$ cat src/shared/afe_ctl_pkg.sv
// constants for the converter control word decoder
// assumes a single 10 MHz clock; the serial link pins are sampled into it
package afe_ctl_pkg;
	localparam int word_w = 16;
	// ----------------------------------------
	// control word field positions
	// ----------------------------------------
	localparam int bit_input_sel = 1;
	localparam int bit_rx_gain = 2;
	localparam int bit_over_lo = 3;
	localparam int bit_over_hi = 5;
	localparam int bit_atten_lo = 6;
	localparam int bit_atten_hi = 7;
	localparam int bit_m_lo = 8;
	localparam int bit_q_lo = 9;
	localparam int bit_q_hi = 11;
	localparam int bit_fac0 = 12;
	localparam int bit_fac1 = 13;
	localparam int bit_fac2 = 14;
	localparam int bit_fac3 = 15;
	localparam int bit_mode_lsb = 0;
	// reset value: m bit and q0 set, all else clear
	localparam logic [15:0] ctl_reset = 16'h0300;
	// ----------------------------------------
	// decoded values
	// ----------------------------------------
	// oversampling ratio, 0 marks a reserved code
	localparam logic [7:0] over_160 = 8'ha0;
	localparam logic [7:0] over_192 = 8'hc0;
	localparam logic [7:0] over_64 = 8'h40;
	localparam logic [7:0] over_96 = 8'h60;
	localparam logic [7:0] over_128 = 8'h80;
	localparam logic [7:0] over_rsvd = 8'h00;
	// q divider in half steps (value times two)
	localparam logic [4:0] q_base_whole = 5'h0a;
	localparam logic [4:0] q_base_half = 5'h09;
	localparam logic [4:0] q_step = 5'h02;
	// m divider, 0 marks reserved
	localparam logic [2:0] m_3 = 3'h3;
	localparam logic [2:0] m_4 = 3'h4;
	localparam logic [2:0] m_1 = 3'h1;
	localparam logic [2:0] m_2 = 3'h2;
	localparam logic [2:0] m_rsvd = 3'h0;
	// attenuation codes
	localparam logic [1:0] att_mute = 2'h0;
	localparam logic [1:0] att_minus6 = 2'h2;
	localparam logic [1:0] att_zero = 2'h3;
	localparam logic [1:0] att_rsvd = 2'h1;
	typedef enum logic [1:0] {
		data_only = 2'b00,
		soft_ctl = 2'b01,
		hard_ctl = 2'b11
	} xfer_mode_t;
endpackage : afe_ctl_pkg

$ cat src/verilog/afe_control_word_decoder.sv
// control word register of the analog front end and its field decode
// assumes the serial shifter delivers a whole received control word with a
// one-cycle strobe and flags whether it arrived in a secondary sync slot
// also holds the pin synchroniser and field register that it instances
//
// Notes on behaviour
// - a control word only loads when it arrives in the secondary frame sync slot.
// - after reset the device is in data-only mode with no control slot active.
// - input source select picks main input at 0 and auxiliary input at 1.
// - differential input gain is 0dB fixed common mode at 0, +6dB at 1.
// - single-ended input gain is -6dB at 0 and 0dB at 1.
// - oversampling code 000/001/101/110/111 gives 160/192/64/96/128, others reserved.
// - attenuation 00 mutes, 10 gives -6dB, 11 gives 0dB, 01 reserved.
// - bits 11..9 set Q from 5,6,7,8 then 4.5,5.5,6.5,7.5.
// - bits 13,12,8 set M as 3,4,1,2, unequal 13/12 reserved.
// - the field layout of the sixteen-bit word is fixed as decoded here.
// - in control modes a secondary sync occurs at mid-frame.
// - control transfer is on for pins 1x, or 00 with transmit lsb set.
// - words on the link are msb first two's complement.
// - master crystal mode fs equals input clock over M times Q times ratio.
module afe_control_word_decoder
	import afe_ctl_pkg::*;
(
	input wire logic clk,
	input wire logic rst,
	input wire logic transfer_mode_pin0,
	input wire logic transfer_mode_pin1,
	input wire logic tx_word_strobe,
	input wire logic [afe_ctl_pkg::word_w-1:0] tx_word,
	input wire logic ctl_word_strobe,
	input wire logic ctl_word_secondary,
	input wire logic [afe_ctl_pkg::word_w-1:0] ctl_word_in,
	output logic [afe_ctl_pkg::word_w-1:0] converter_control_word,
	output logic control_slot_active,
	output logic input_source_select,
	output logic receive_gain_select,
	output logic [7:0] oversample_ratio,
	output logic [1:0] tx_atten,
	output logic [4:0] q_divider_x2,
	output logic [2:0] m_divider,
	output logic [3:0] factory_bits
);
	import afe_ctl_pkg::*;

	// ----------------------------------------
	// pin synchronisers
	// ----------------------------------------
	// mode pins are static straps but may move; three stages, act on agreement
	// both pins reset to their low level, which selects data-only mode
	logic pin0_stable;
	logic pin1_stable;
	afe_pin_sync #(
		.idle_level(1'b0)
	) pin0_sync (
		.clk(clk),
		.rst(rst),
		.pin(transfer_mode_pin0),
		.level(pin0_stable)
	);

	afe_pin_sync #(
		.idle_level(1'b0)
	) pin1_sync (
		.clk(clk),
		.rst(rst),
		.pin(transfer_mode_pin1),
		.level(pin1_stable)
	);

	// ----------------------------------------
	// transfer mode
	// ----------------------------------------
	xfer_mode_t mode;
	xfer_mode_t next_mode;
	logic soft_lsb;
	// software mode latches the transmit word lsb each frame
	always_ff @(posedge clk) begin
		if (rst)
			soft_lsb <= 1'b0;
		else if (tx_word_strobe)
			soft_lsb <= tx_word[bit_mode_lsb];
	end
	always_comb begin
		if (pin1_stable)
			next_mode = hard_ctl;
		else if (!pin0_stable && soft_lsb)
			next_mode = soft_ctl;
		else
			next_mode = data_only;
	end
	always_ff @(posedge clk) begin
		if (rst)
			mode <= data_only;
		else
			mode <= next_mode;
	end
	wire ctl_enabled = (mode != data_only);

	// ----------------------------------------
	// control register
	// ----------------------------------------
	// primary-slot words never reach the register, even in control modes
	wire load_ctl = ctl_word_strobe && ctl_word_secondary && ctl_enabled;
	always_ff @(posedge clk) begin
		if (rst)
			converter_control_word <= ctl_reset;
		else if (load_ctl)
			converter_control_word <= ctl_word_in;
	end
	always_ff @(posedge clk) begin
		if (rst)
			control_slot_active <= 1'b0;
		else
			control_slot_active <= (next_mode != data_only);
	end

	// ----------------------------------------
	// field decode
	// ----------------------------------------
	wire [15:0] next_word = load_ctl ? ctl_word_in : converter_control_word;
	wire [2:0] over_code = next_word[bit_over_hi:bit_over_lo];
	wire [1:0] att_code = next_word[bit_atten_hi:bit_atten_lo];
	wire [2:0] q_code = next_word[bit_q_hi:bit_q_lo];
	wire [2:0] m_code = {next_word[bit_fac1], next_word[bit_fac0], next_word[bit_m_lo]};
	logic [7:0] next_over;
	logic [2:0] next_m;
	always_comb begin
		unique case (over_code)
			3'h0: next_over = over_160;
			3'h1: next_over = over_192;
			3'h5: next_over = over_64;
			3'h6: next_over = over_96;
			3'h7: next_over = over_128;
			default: next_over = over_rsvd;
		endcase
	end
	always_comb begin
		unique case (m_code)
			3'h0: next_m = m_3;
			3'h1: next_m = m_4;
			3'h6: next_m = m_1;
			3'h7: next_m = m_2;
			default: next_m = m_rsvd;
		endcase
	end
	// q in half units so 4.5 .. 7.5 stay integer; fs math stays outside
	wire [4:0] q_base = q_code[2] ? q_base_half : q_base_whole;
	wire [4:0] q_offset = 5'(q_code[1:0]) * q_step;
	wire [4:0] next_q = 5'(q_base + q_offset);
	// reserved attenuation code is passed as is; treated as mute by the analog side
	wire [1:0] next_att = att_code;

	// ----------------------------------------
	// decoded output registers
	// ----------------------------------------
	// decode reads the word about to be stored, so fields move on the load edge
	wire next_input_sel = next_word[bit_input_sel];
	wire next_rx_gain = next_word[bit_rx_gain];
	wire [3:0] next_factory = {
		next_word[bit_fac3],
		next_word[bit_fac2],
		next_word[bit_fac1],
		next_word[bit_fac0]
	};

	// ----------------------------------------
	// source and gain
	// ----------------------------------------
	afe_field_reg #(
		.width(1),
		.reset_val(1'b0)
	) input_sel_reg (
		.clk(clk),
		.rst(rst),
		.d(next_input_sel),
		.q(input_source_select)
	);

	afe_field_reg #(
		.width(1),
		.reset_val(1'b0)
	) rx_gain_reg (
		.clk(clk),
		.rst(rst),
		.d(next_rx_gain),
		.q(receive_gain_select)
	);

	// ----------------------------------------
	// ratio and dividers
	// ----------------------------------------
	afe_field_reg #(
		.width(8),
		.reset_val(over_160)
	) over_reg (
		.clk(clk),
		.rst(rst),
		.d(next_over),
		.q(oversample_ratio)
	);

	// q kept doubled so the half steps stay integer
	afe_field_reg #(
		.width(5),
		.reset_val(5'(q_base_whole + q_step))
	) q_reg (
		.clk(clk),
		.rst(rst),
		.d(next_q),
		.q(q_divider_x2)
	);

	afe_field_reg #(
		.width(3),
		.reset_val(m_4)
	) m_reg (
		.clk(clk),
		.rst(rst),
		.d(next_m),
		.q(m_divider)
	);

	// ----------------------------------------
	// attenuation and test bits
	// ----------------------------------------
	// reserved attenuation code passes raw; the analog side treats it as mute
	afe_field_reg #(
		.width(2),
		.reset_val(att_mute)
	) att_reg (
		.clk(clk),
		.rst(rst),
		.d(next_att),
		.q(tx_atten)
	);

	afe_field_reg #(
		.width(4),
		.reset_val(4'h0)
	) factory_reg (
		.clk(clk),
		.rst(rst),
		.d(next_factory),
		.q(factory_bits)
	);
endmodule : afe_control_word_decoder

// ----------------------------------------
// pin synchroniser
// ----------------------------------------
// three stages; the output follows once the second and third agree, so a
// single metastable sample never reaches the mode logic
// reset at the idle level so no false mode change follows reset
module afe_pin_sync #(
	parameter logic idle_level = 1'b0
) (
	input wire logic clk,
	input wire logic rst,
	input wire logic pin,
	output logic level
);
	logic [2:0] stages;
	wire agree = (stages[1] == stages[2]);
	always_ff @(posedge clk) begin
		if (rst)
			stages <= {3{idle_level}};
		else
			stages <= {stages[1:0], pin};
	end
	always_ff @(posedge clk) begin
		if (rst)
			level <= idle_level;
		else if (agree)
			level <= stages[2];
	end
endmodule : afe_pin_sync

// ----------------------------------------
// field register
// ----------------------------------------
// one flop stage per decoded field keeps every output straight off a flop
// width and reset value come from the field that it holds
module afe_field_reg #(
	parameter int width = 1,
	parameter logic [width-1:0] reset_val = '0
) (
	input wire logic clk,
	input wire logic rst,
	input wire logic [width-1:0] d,
	output logic [width-1:0] q
);
	always_ff @(posedge clk) begin
		if (rst)
			q <= reset_val;
		else
			q <= d;
	end
endmodule : afe_field_reg

$ cat config.mk
export PLATFORM = sky130hd
export DESIGN_NAME = afe_control_word_decoder
export DESIGN_NICKNAME = d
export VERILOG_FILES = /design/src/shared/afe_ctl_pkg.sv /design/src/verilog/afe_control_word_decoder.sv
export SDC_FILE = /design/constraint.sdc
export NUM_CORES = 1
export LEC_CHECK = 0
export ABC_CLOCK_PERIOD_IN_PS = 3500
export BUFFER_PORTS_ARGS = -buffer_cell sky130_fd_sc_hd__buf_2
export CAP_MARGIN = 20
export CORE_MARGIN = 2
export CORE_UTILIZATION = 44
export DETAILED_ROUTE_END_ITERATION = 12
export HOLD_SLACK_MARGIN = 0.02
export PLACE_DENSITY = 0.79
export SYNTH_ARGS = -nofsm -noshare
export SYNTH_HDL_FRONTEND = slang
export SYNTH_SLANG_ARGS = --single-unit
$ cat constraint.sdc
create_clock -name clk -period 3.5 [get_ports clk]
set_input_delay 0.35 -clock clk [delete_from_list [all_inputs] [get_ports clk]]
set_output_delay 0.35 -clock clk [all_outputs]
set_load 0.005 [all_outputs]
==> impl_metrics.ini, run 1 <==
[synthesis]
netlist_top_cells_area = dfxtp_1 51%, nand2_1 7.7%, buf_4 7.2%
netlist_instances = 160
synth_top_area_share_pct = 50.6
async_reset_ff_share_pct = 0
muxShareOfSynthArea_pct = 4.27
ys_warn_count = 0
synthSimpleGateAreaFrac_pct = 20.0
synth-compound-area-share_pct = 11.9
synth-seq-area-share_pct = 50.6
syn_area_um2 = 1470
synthFlopType = dfxtp_1
synth_commonest_cells = 37 x dfxtp_1, 30 x nand2_1, 17 x a21oi_1, 14 x buf_4, 10 x nor2b_1
ys_seq_elements = 37
synth_xor_area_share_pct = 1.20
post-synth-top-count-cell = dfxtp_1
synth_adder_area_share_pct = 1.71
synth_top_family_by_area = simple AND/OR/NAND/NOR gates
ys_types = 32
synth-edff-count = 0
yosys.area.top_type = dfxtp_1
syn-mean-instance-area_um2 = 9.16

[worst_setup_path]
crit_top_cell = ha_1
cp_slowest_cell = o211ai_2
path_cells = o211ai_2 > mux2_2 > ha_1 > ha_1 > or2_2
start_kind = flip-flop
cpPeakStageDelay_ps = 730
crit_family = compound AO/OA/AOI/OAI gates
crit_buf_inv = 0
end_kind = flip-flop
cp.required_ps = 3720
r2r_start = mode[1]
startpoint = mode[1]
crit_fanout = 21
arrival_ps = 2540
crit_type = reg2reg

[finish]
largest_reg_flops = 16
post-route-cell-area_um2 = 1770
regArea_um2 = 741
multiInputGateArea_um2 = 591
layout-drive-gt1-share_pct = 33.8
diodes = 0
finalNonFillerCells = 254
areaGrowthSynthToFinish_pct = 21.1
fillers = 291
nets = 250

[detailed_routing]
drt_iter0_drc = 75
vias = 1173
routed_wl_mm = 2.61
vias_per_cell = 4.62
drc = 0
routedWlPerCell_um = 10.3
drtAntennaViolNets = 0
drt_first_pass_iters = 4

[flow_run]
maxCapViolations = 0

[min_path]
hp-class = in2reg
holdCritStartpoint = transfer_mode_pin1

[clock_network]
cts.clk_slew.worst_paths_ps = 110
htree_levels = 2
cts_sinks = 37
cts_hold_buffers = 0
clockBufferDepth = 2
post_cts_buffers = 0
cts_tree = done
insertion_delay_ps = 330
root_buffer = clkbuf_4
cts_inserted_buffers = 5
cts-resized-gates = 0

[die]
die_area_um2 = 3810
initial_core_util_pct = 47.2
die_x_um = 61.7
ios = 80
rows = 20
coreArea_um2 = 3100
die_y_um = 61.7

[timing]
setup_tns_ps = 0
max-slew-margin-rel_pct = 39.3
rsz0062_at_grt = no
max_slew.worst_pin.slew_ps = 909
finalHoldViolCount = 0
finalCriticalPeriod_ps = 2320
fmax_mhz = 430
drv_slew = 0
worst_slack_ps = 1180
period_share_pct = 66.4
setup_viol = 0
fin_skew_ps = 5.57

[placed_design]
port_buffers = 59
dpl.hpwl_mm = 1.86
post-place-cells = 246
post-place-ws_ps = 1170
placed_area_um2 = 1690
gp_congestion = 0.748

[power]
p_leak_uw = 0.000823
p_per_area_nw_per_um2 = 442
peakVddDrop_mv = 0.235

[global_route]
grt_overflow = 0
first_global_vias = 993
grt_max_degree = 37
grt_pass1_wl_mm = 4.28
track_usage_pct = 15.6
antenna_found_initial = 0

[run_status]
status = finished, final reports clean
## through the flow
step / hold slack (ps) / util (%) / total power [uW]
3_5_place_dp: 425 / 54.4 / 491
3_3_place_gp: 416 / 54.4 / 490
6_report: 220 / 57.2 / 784
4_1_cts: 208 / 57.2 / 792
2_1_floorplan: 414 / - / 472
5_1_grt: 216 / 57.2 / 828
## path summary, 6_finish.rpt
path,to,slack [ps],cells after the start
setup / recovery,q_reg.q[2],1180,5
setup reg to reg,q_reg.q[2],1180,5
hold / removal,pin1_sync.stages[0],220,2
hold reg to reg,converter_control_word[0],460,2
## per-layer routing
layer	up-vias	part of all wire (%)	GRT usage [%]
li1	611	-	-
met3	2	6.7	6.00
met4	0	0.54	7.29
met2	38	46	23.8
met1	522	46	19.5
met5	-	0	0
## power breakdown
group          switching (uW)  internal [uW]  leakage, uW
combinational            24.5           23.0     0.000477
sequential               4.29            429     0.000300
clock                     132            171    0.0000455
## final cells by class
cell class	instances	share of cell area, %
flip-flops and latches	37	41.7
repair buffers	59	16.6
well taps	44	3.10
clock inverters	1	1.69
multi-input cells	104	33.3
inverters	2	0.423
clock buffers	7	3.10
## cells in the final DEF (no fill, tap or decap), drive strengths merged
master / synthesis / final
a311oi: 1 / 1
nor4b: 2 / 2
ha: 2 / 2
o211a: 1 / 1
o21bai: 2 / 2
or2: 2 / 2
a21oi: 17 / 17
bufinv: 0 / 1
nor3: 2 / 2
clkbuf: 4 / 7
nor2b: 10 / 10
nand2: 30 / 30
xor2: 2 / 2
conb: 1 / 5
nand3: 1 / 1
dfxtp: 37 / 37
o21ai: 2 / 2
inv: 2 / 2
o41ai: 1 / 1
nand3b: 1 / 1
and2: 2 / 2
mux2: 2 / 2
mux2i: 4 / 4
and3: 1 / 1
a22oi: 2 / 2
buf: 17 / 59
o211ai: 1 / 1
nor2: 7 / 7
or3: 2 / 2
a22o: 1 / 1
or4: 1 / 1
## logic make-up (layout without fill, tap and decap cells)
| group | after synthesis | after routing |
|---|---|---|
| muxes | 6 | 6 |
| buffers and inverters | 23 | 69 |
| other | 1 | 5 |
| DFF | 37 | 37 |
| adders and majority gates | 2 | 2 |
| and+or+nand+nor | 61 | 61 |
| AOI/OAI and AO/OA | 28 | 28 |
| xor gates and xnor gates | 2 | 2 |
Note: power is estimated with default switching activity, not from simulation.
==> run 2, diff against run 1 <==
--- a/config.mk
+++ b/config.mk
@@ -5,14 +5,14 @@
 export SDC_FILE = /design/constraint.sdc
 export NUM_CORES = 1
 export LEC_CHECK = 0
-export ABC_CLOCK_PERIOD_IN_PS = 3500
+export ABC_CLOCK_PERIOD_IN_PS = 2050
 export BUFFER_PORTS_ARGS = -buffer_cell sky130_fd_sc_hd__buf_2
 export CAP_MARGIN = 20
 export CORE_MARGIN = 2
-export CORE_UTILIZATION = 44
+export CORE_UTILIZATION = 39
 export DETAILED_ROUTE_END_ITERATION = 12
 export HOLD_SLACK_MARGIN = 0.02
-export PLACE_DENSITY = 0.79
+export PLACE_DENSITY = 0.74
 export SYNTH_ARGS = -nofsm -noshare
 export SYNTH_HDL_FRONTEND = slang
 export SYNTH_SLANG_ARGS = --single-unit
==> constraint.sdc (replaced) <==
create_clock -name clk -period 2.05 [get_ports clk]
set_input_delay 0.205 -clock clk [delete_from_list [all_inputs] [get_ports clk]]
set_output_delay 0.205 -clock clk [all_outputs]
set_load 0.005 [all_outputs]
==> impl_metrics.ini, run 2 (synthesized netlist as in run 1, its figures left out) <==
[detailed_routing]
vias = 1204
drtAntennaViolNets = 0
routedWlPerCell_um = 10.8
drt_first_pass_iters = 3
vias_per_cell = 4.61
drt_iter0_drc = 49
drc = 0
routed_wl_mm = 2.83

[worst_setup_path]
end_kind = flip-flop
crit_family = adder cells
arrival_ps = 1950
path_cells = o211ai_2 > buf_4 > mux2i_1 > ha_1 > ha_1 > or2_2
cpPeakStageDelay_ps = 320
cp_slowest_cell = dfxtp_1
crit_buf_inv = 1
crit_fanout = 9
cp.required_ps = 2230
crit_top_cell = ha_1
crit_type = reg2reg
reg2reg_slack_ps = 270
start_kind = flip-flop

[run_status]
status = finished, final reports clean

[die]
coreArea_um2 = 3630
rows = 22
ios = 80
die_area_um2 = 4260
initial_core_util_pct = 40.3
die_x_um = 65.3
die_y_um = 65.3

[clock_network]
cts.clk_slew.worst_paths_ps = 70
insertion_delay_ps = 290
cts_sinks = 37
post_cts_buffers = 0
cts_tree = done
cts_inserted_buffers = 5
cts_hold_buffers = 0
cts-resized-gates = 0
htree_levels = 2
root_buffer = clkbuf_8
clockBufferDepth = 2

[timing]
setup_viol = 0
whs_ps = 124
max_slew.worst_pin.slew_ps = 612
finalHoldViolCount = 0
fmax_mhz = 562
rsz0062_at_grt = no
period_share_pct = 86.8
setup_tns_ps = 0
finalCriticalPeriod_ps = 1780
drv_slew = 0
fin_skew_ps = 3.46
max-slew-margin-rel_pct = 59.2

[global_route]
grt_pass1_wl_mm = 4.62
first_global_vias = 1087
grt_max_degree = 37
track_usage_pct = 14.5
grt_overflow = 0
antenna_found_initial = 0

[finish]
diodes = 0
largest_reg_flops = 16
nets = 253
mostFrequentLayoutCell = buf_2
layout-drive-gt1-share_pct = 35.2
final_cell_mix = 59 x buf_2, 37 x dfxtp_1, 30 x nand2_1
areaGrowthSynthToFinish_pct = 25.4

[power]
p_per_area_nw_per_um2 = 805
peakVddDrop_mv = 0.432
p_leak_uw = 0.000849

[placed_design]
port_buffers = 59
dpl.hpwl_mm = 1.99
gp_congestion = 0.671

[flow_run]
maxCapViolations = 0

[min_path]
hp-class = in2reg
## run 2: changes by cell type in the layout (fill, tap and decap cells not counted)
cell	before	now
clkbuf_8	1	6
buf_4	0	3
clkbuf_1	1	0
clkbuf_4	5	0
clkinvlp_4	0	1
## run 2: final cells by class
type                            count  area (um2)
Tap cell                           48        60.1
Sequential cell                    37         741
Clock inverter                      2        37.5
Multi-Input combinational cell    104         591
Inverter                            2        7.51
Timing Repair Buffer               62         318
Fill cell                         378        1800
Clock buffer                        6        82.6
## run 2: through the flow
stage | cell area, um2 | util, % | instances | power [uW] | worst slack (ps)
after global routing | 1840 | 50.6 | 261 | 1540 | 163
after CTS | 1840 | 50.6 | 261 | 1500 | 253
after detailed placement | 1720 | 47.2 | 253 | 840 | 260
final | 1840 | 50.6 | 261 | 1480 | 271
after floorplan | 1480 | - | 164 | 806 | 352
after global placement | 1720 | 47.2 | 253 | 838 | 292
## run 2: report_power, final
part           switching (uW)  internal (uW)
clock network             260            395
logic                    42.4           40.3
registers                7.20            732
## run 2: worst register-to-register path: stages (launching register included)
cell and delay, ps:
dfxtp_1 320, o211ai_2 180, buf_4 200, mux2i_1 290, ha_1 200, ha_1 210, or2_2 270
## run 2: final timing paths
check,to,cells after the start,start
worst max register to register,q_reg.q[2],6,mode[1]
worst min-delay path,pin0_sync.stages[0],2,transfer_mode_pin0
worst min register to register,pin1_sync.stages[1],1,pin1_sync.stages[0]
worst max-delay path,q_reg.q[2],6,mode[1]
## run 2: layer usage
metal | track usage (%) | vias up | routed length (um)
met2 | 24.5 | 44 | 1300
met5 | 0 | - | 0
met1 | 15.5 | 539 | 1230
li1 | - | 616 | -
met4 | 7.29 | 0 | 44
met3 | 5.82 | 5 | 249
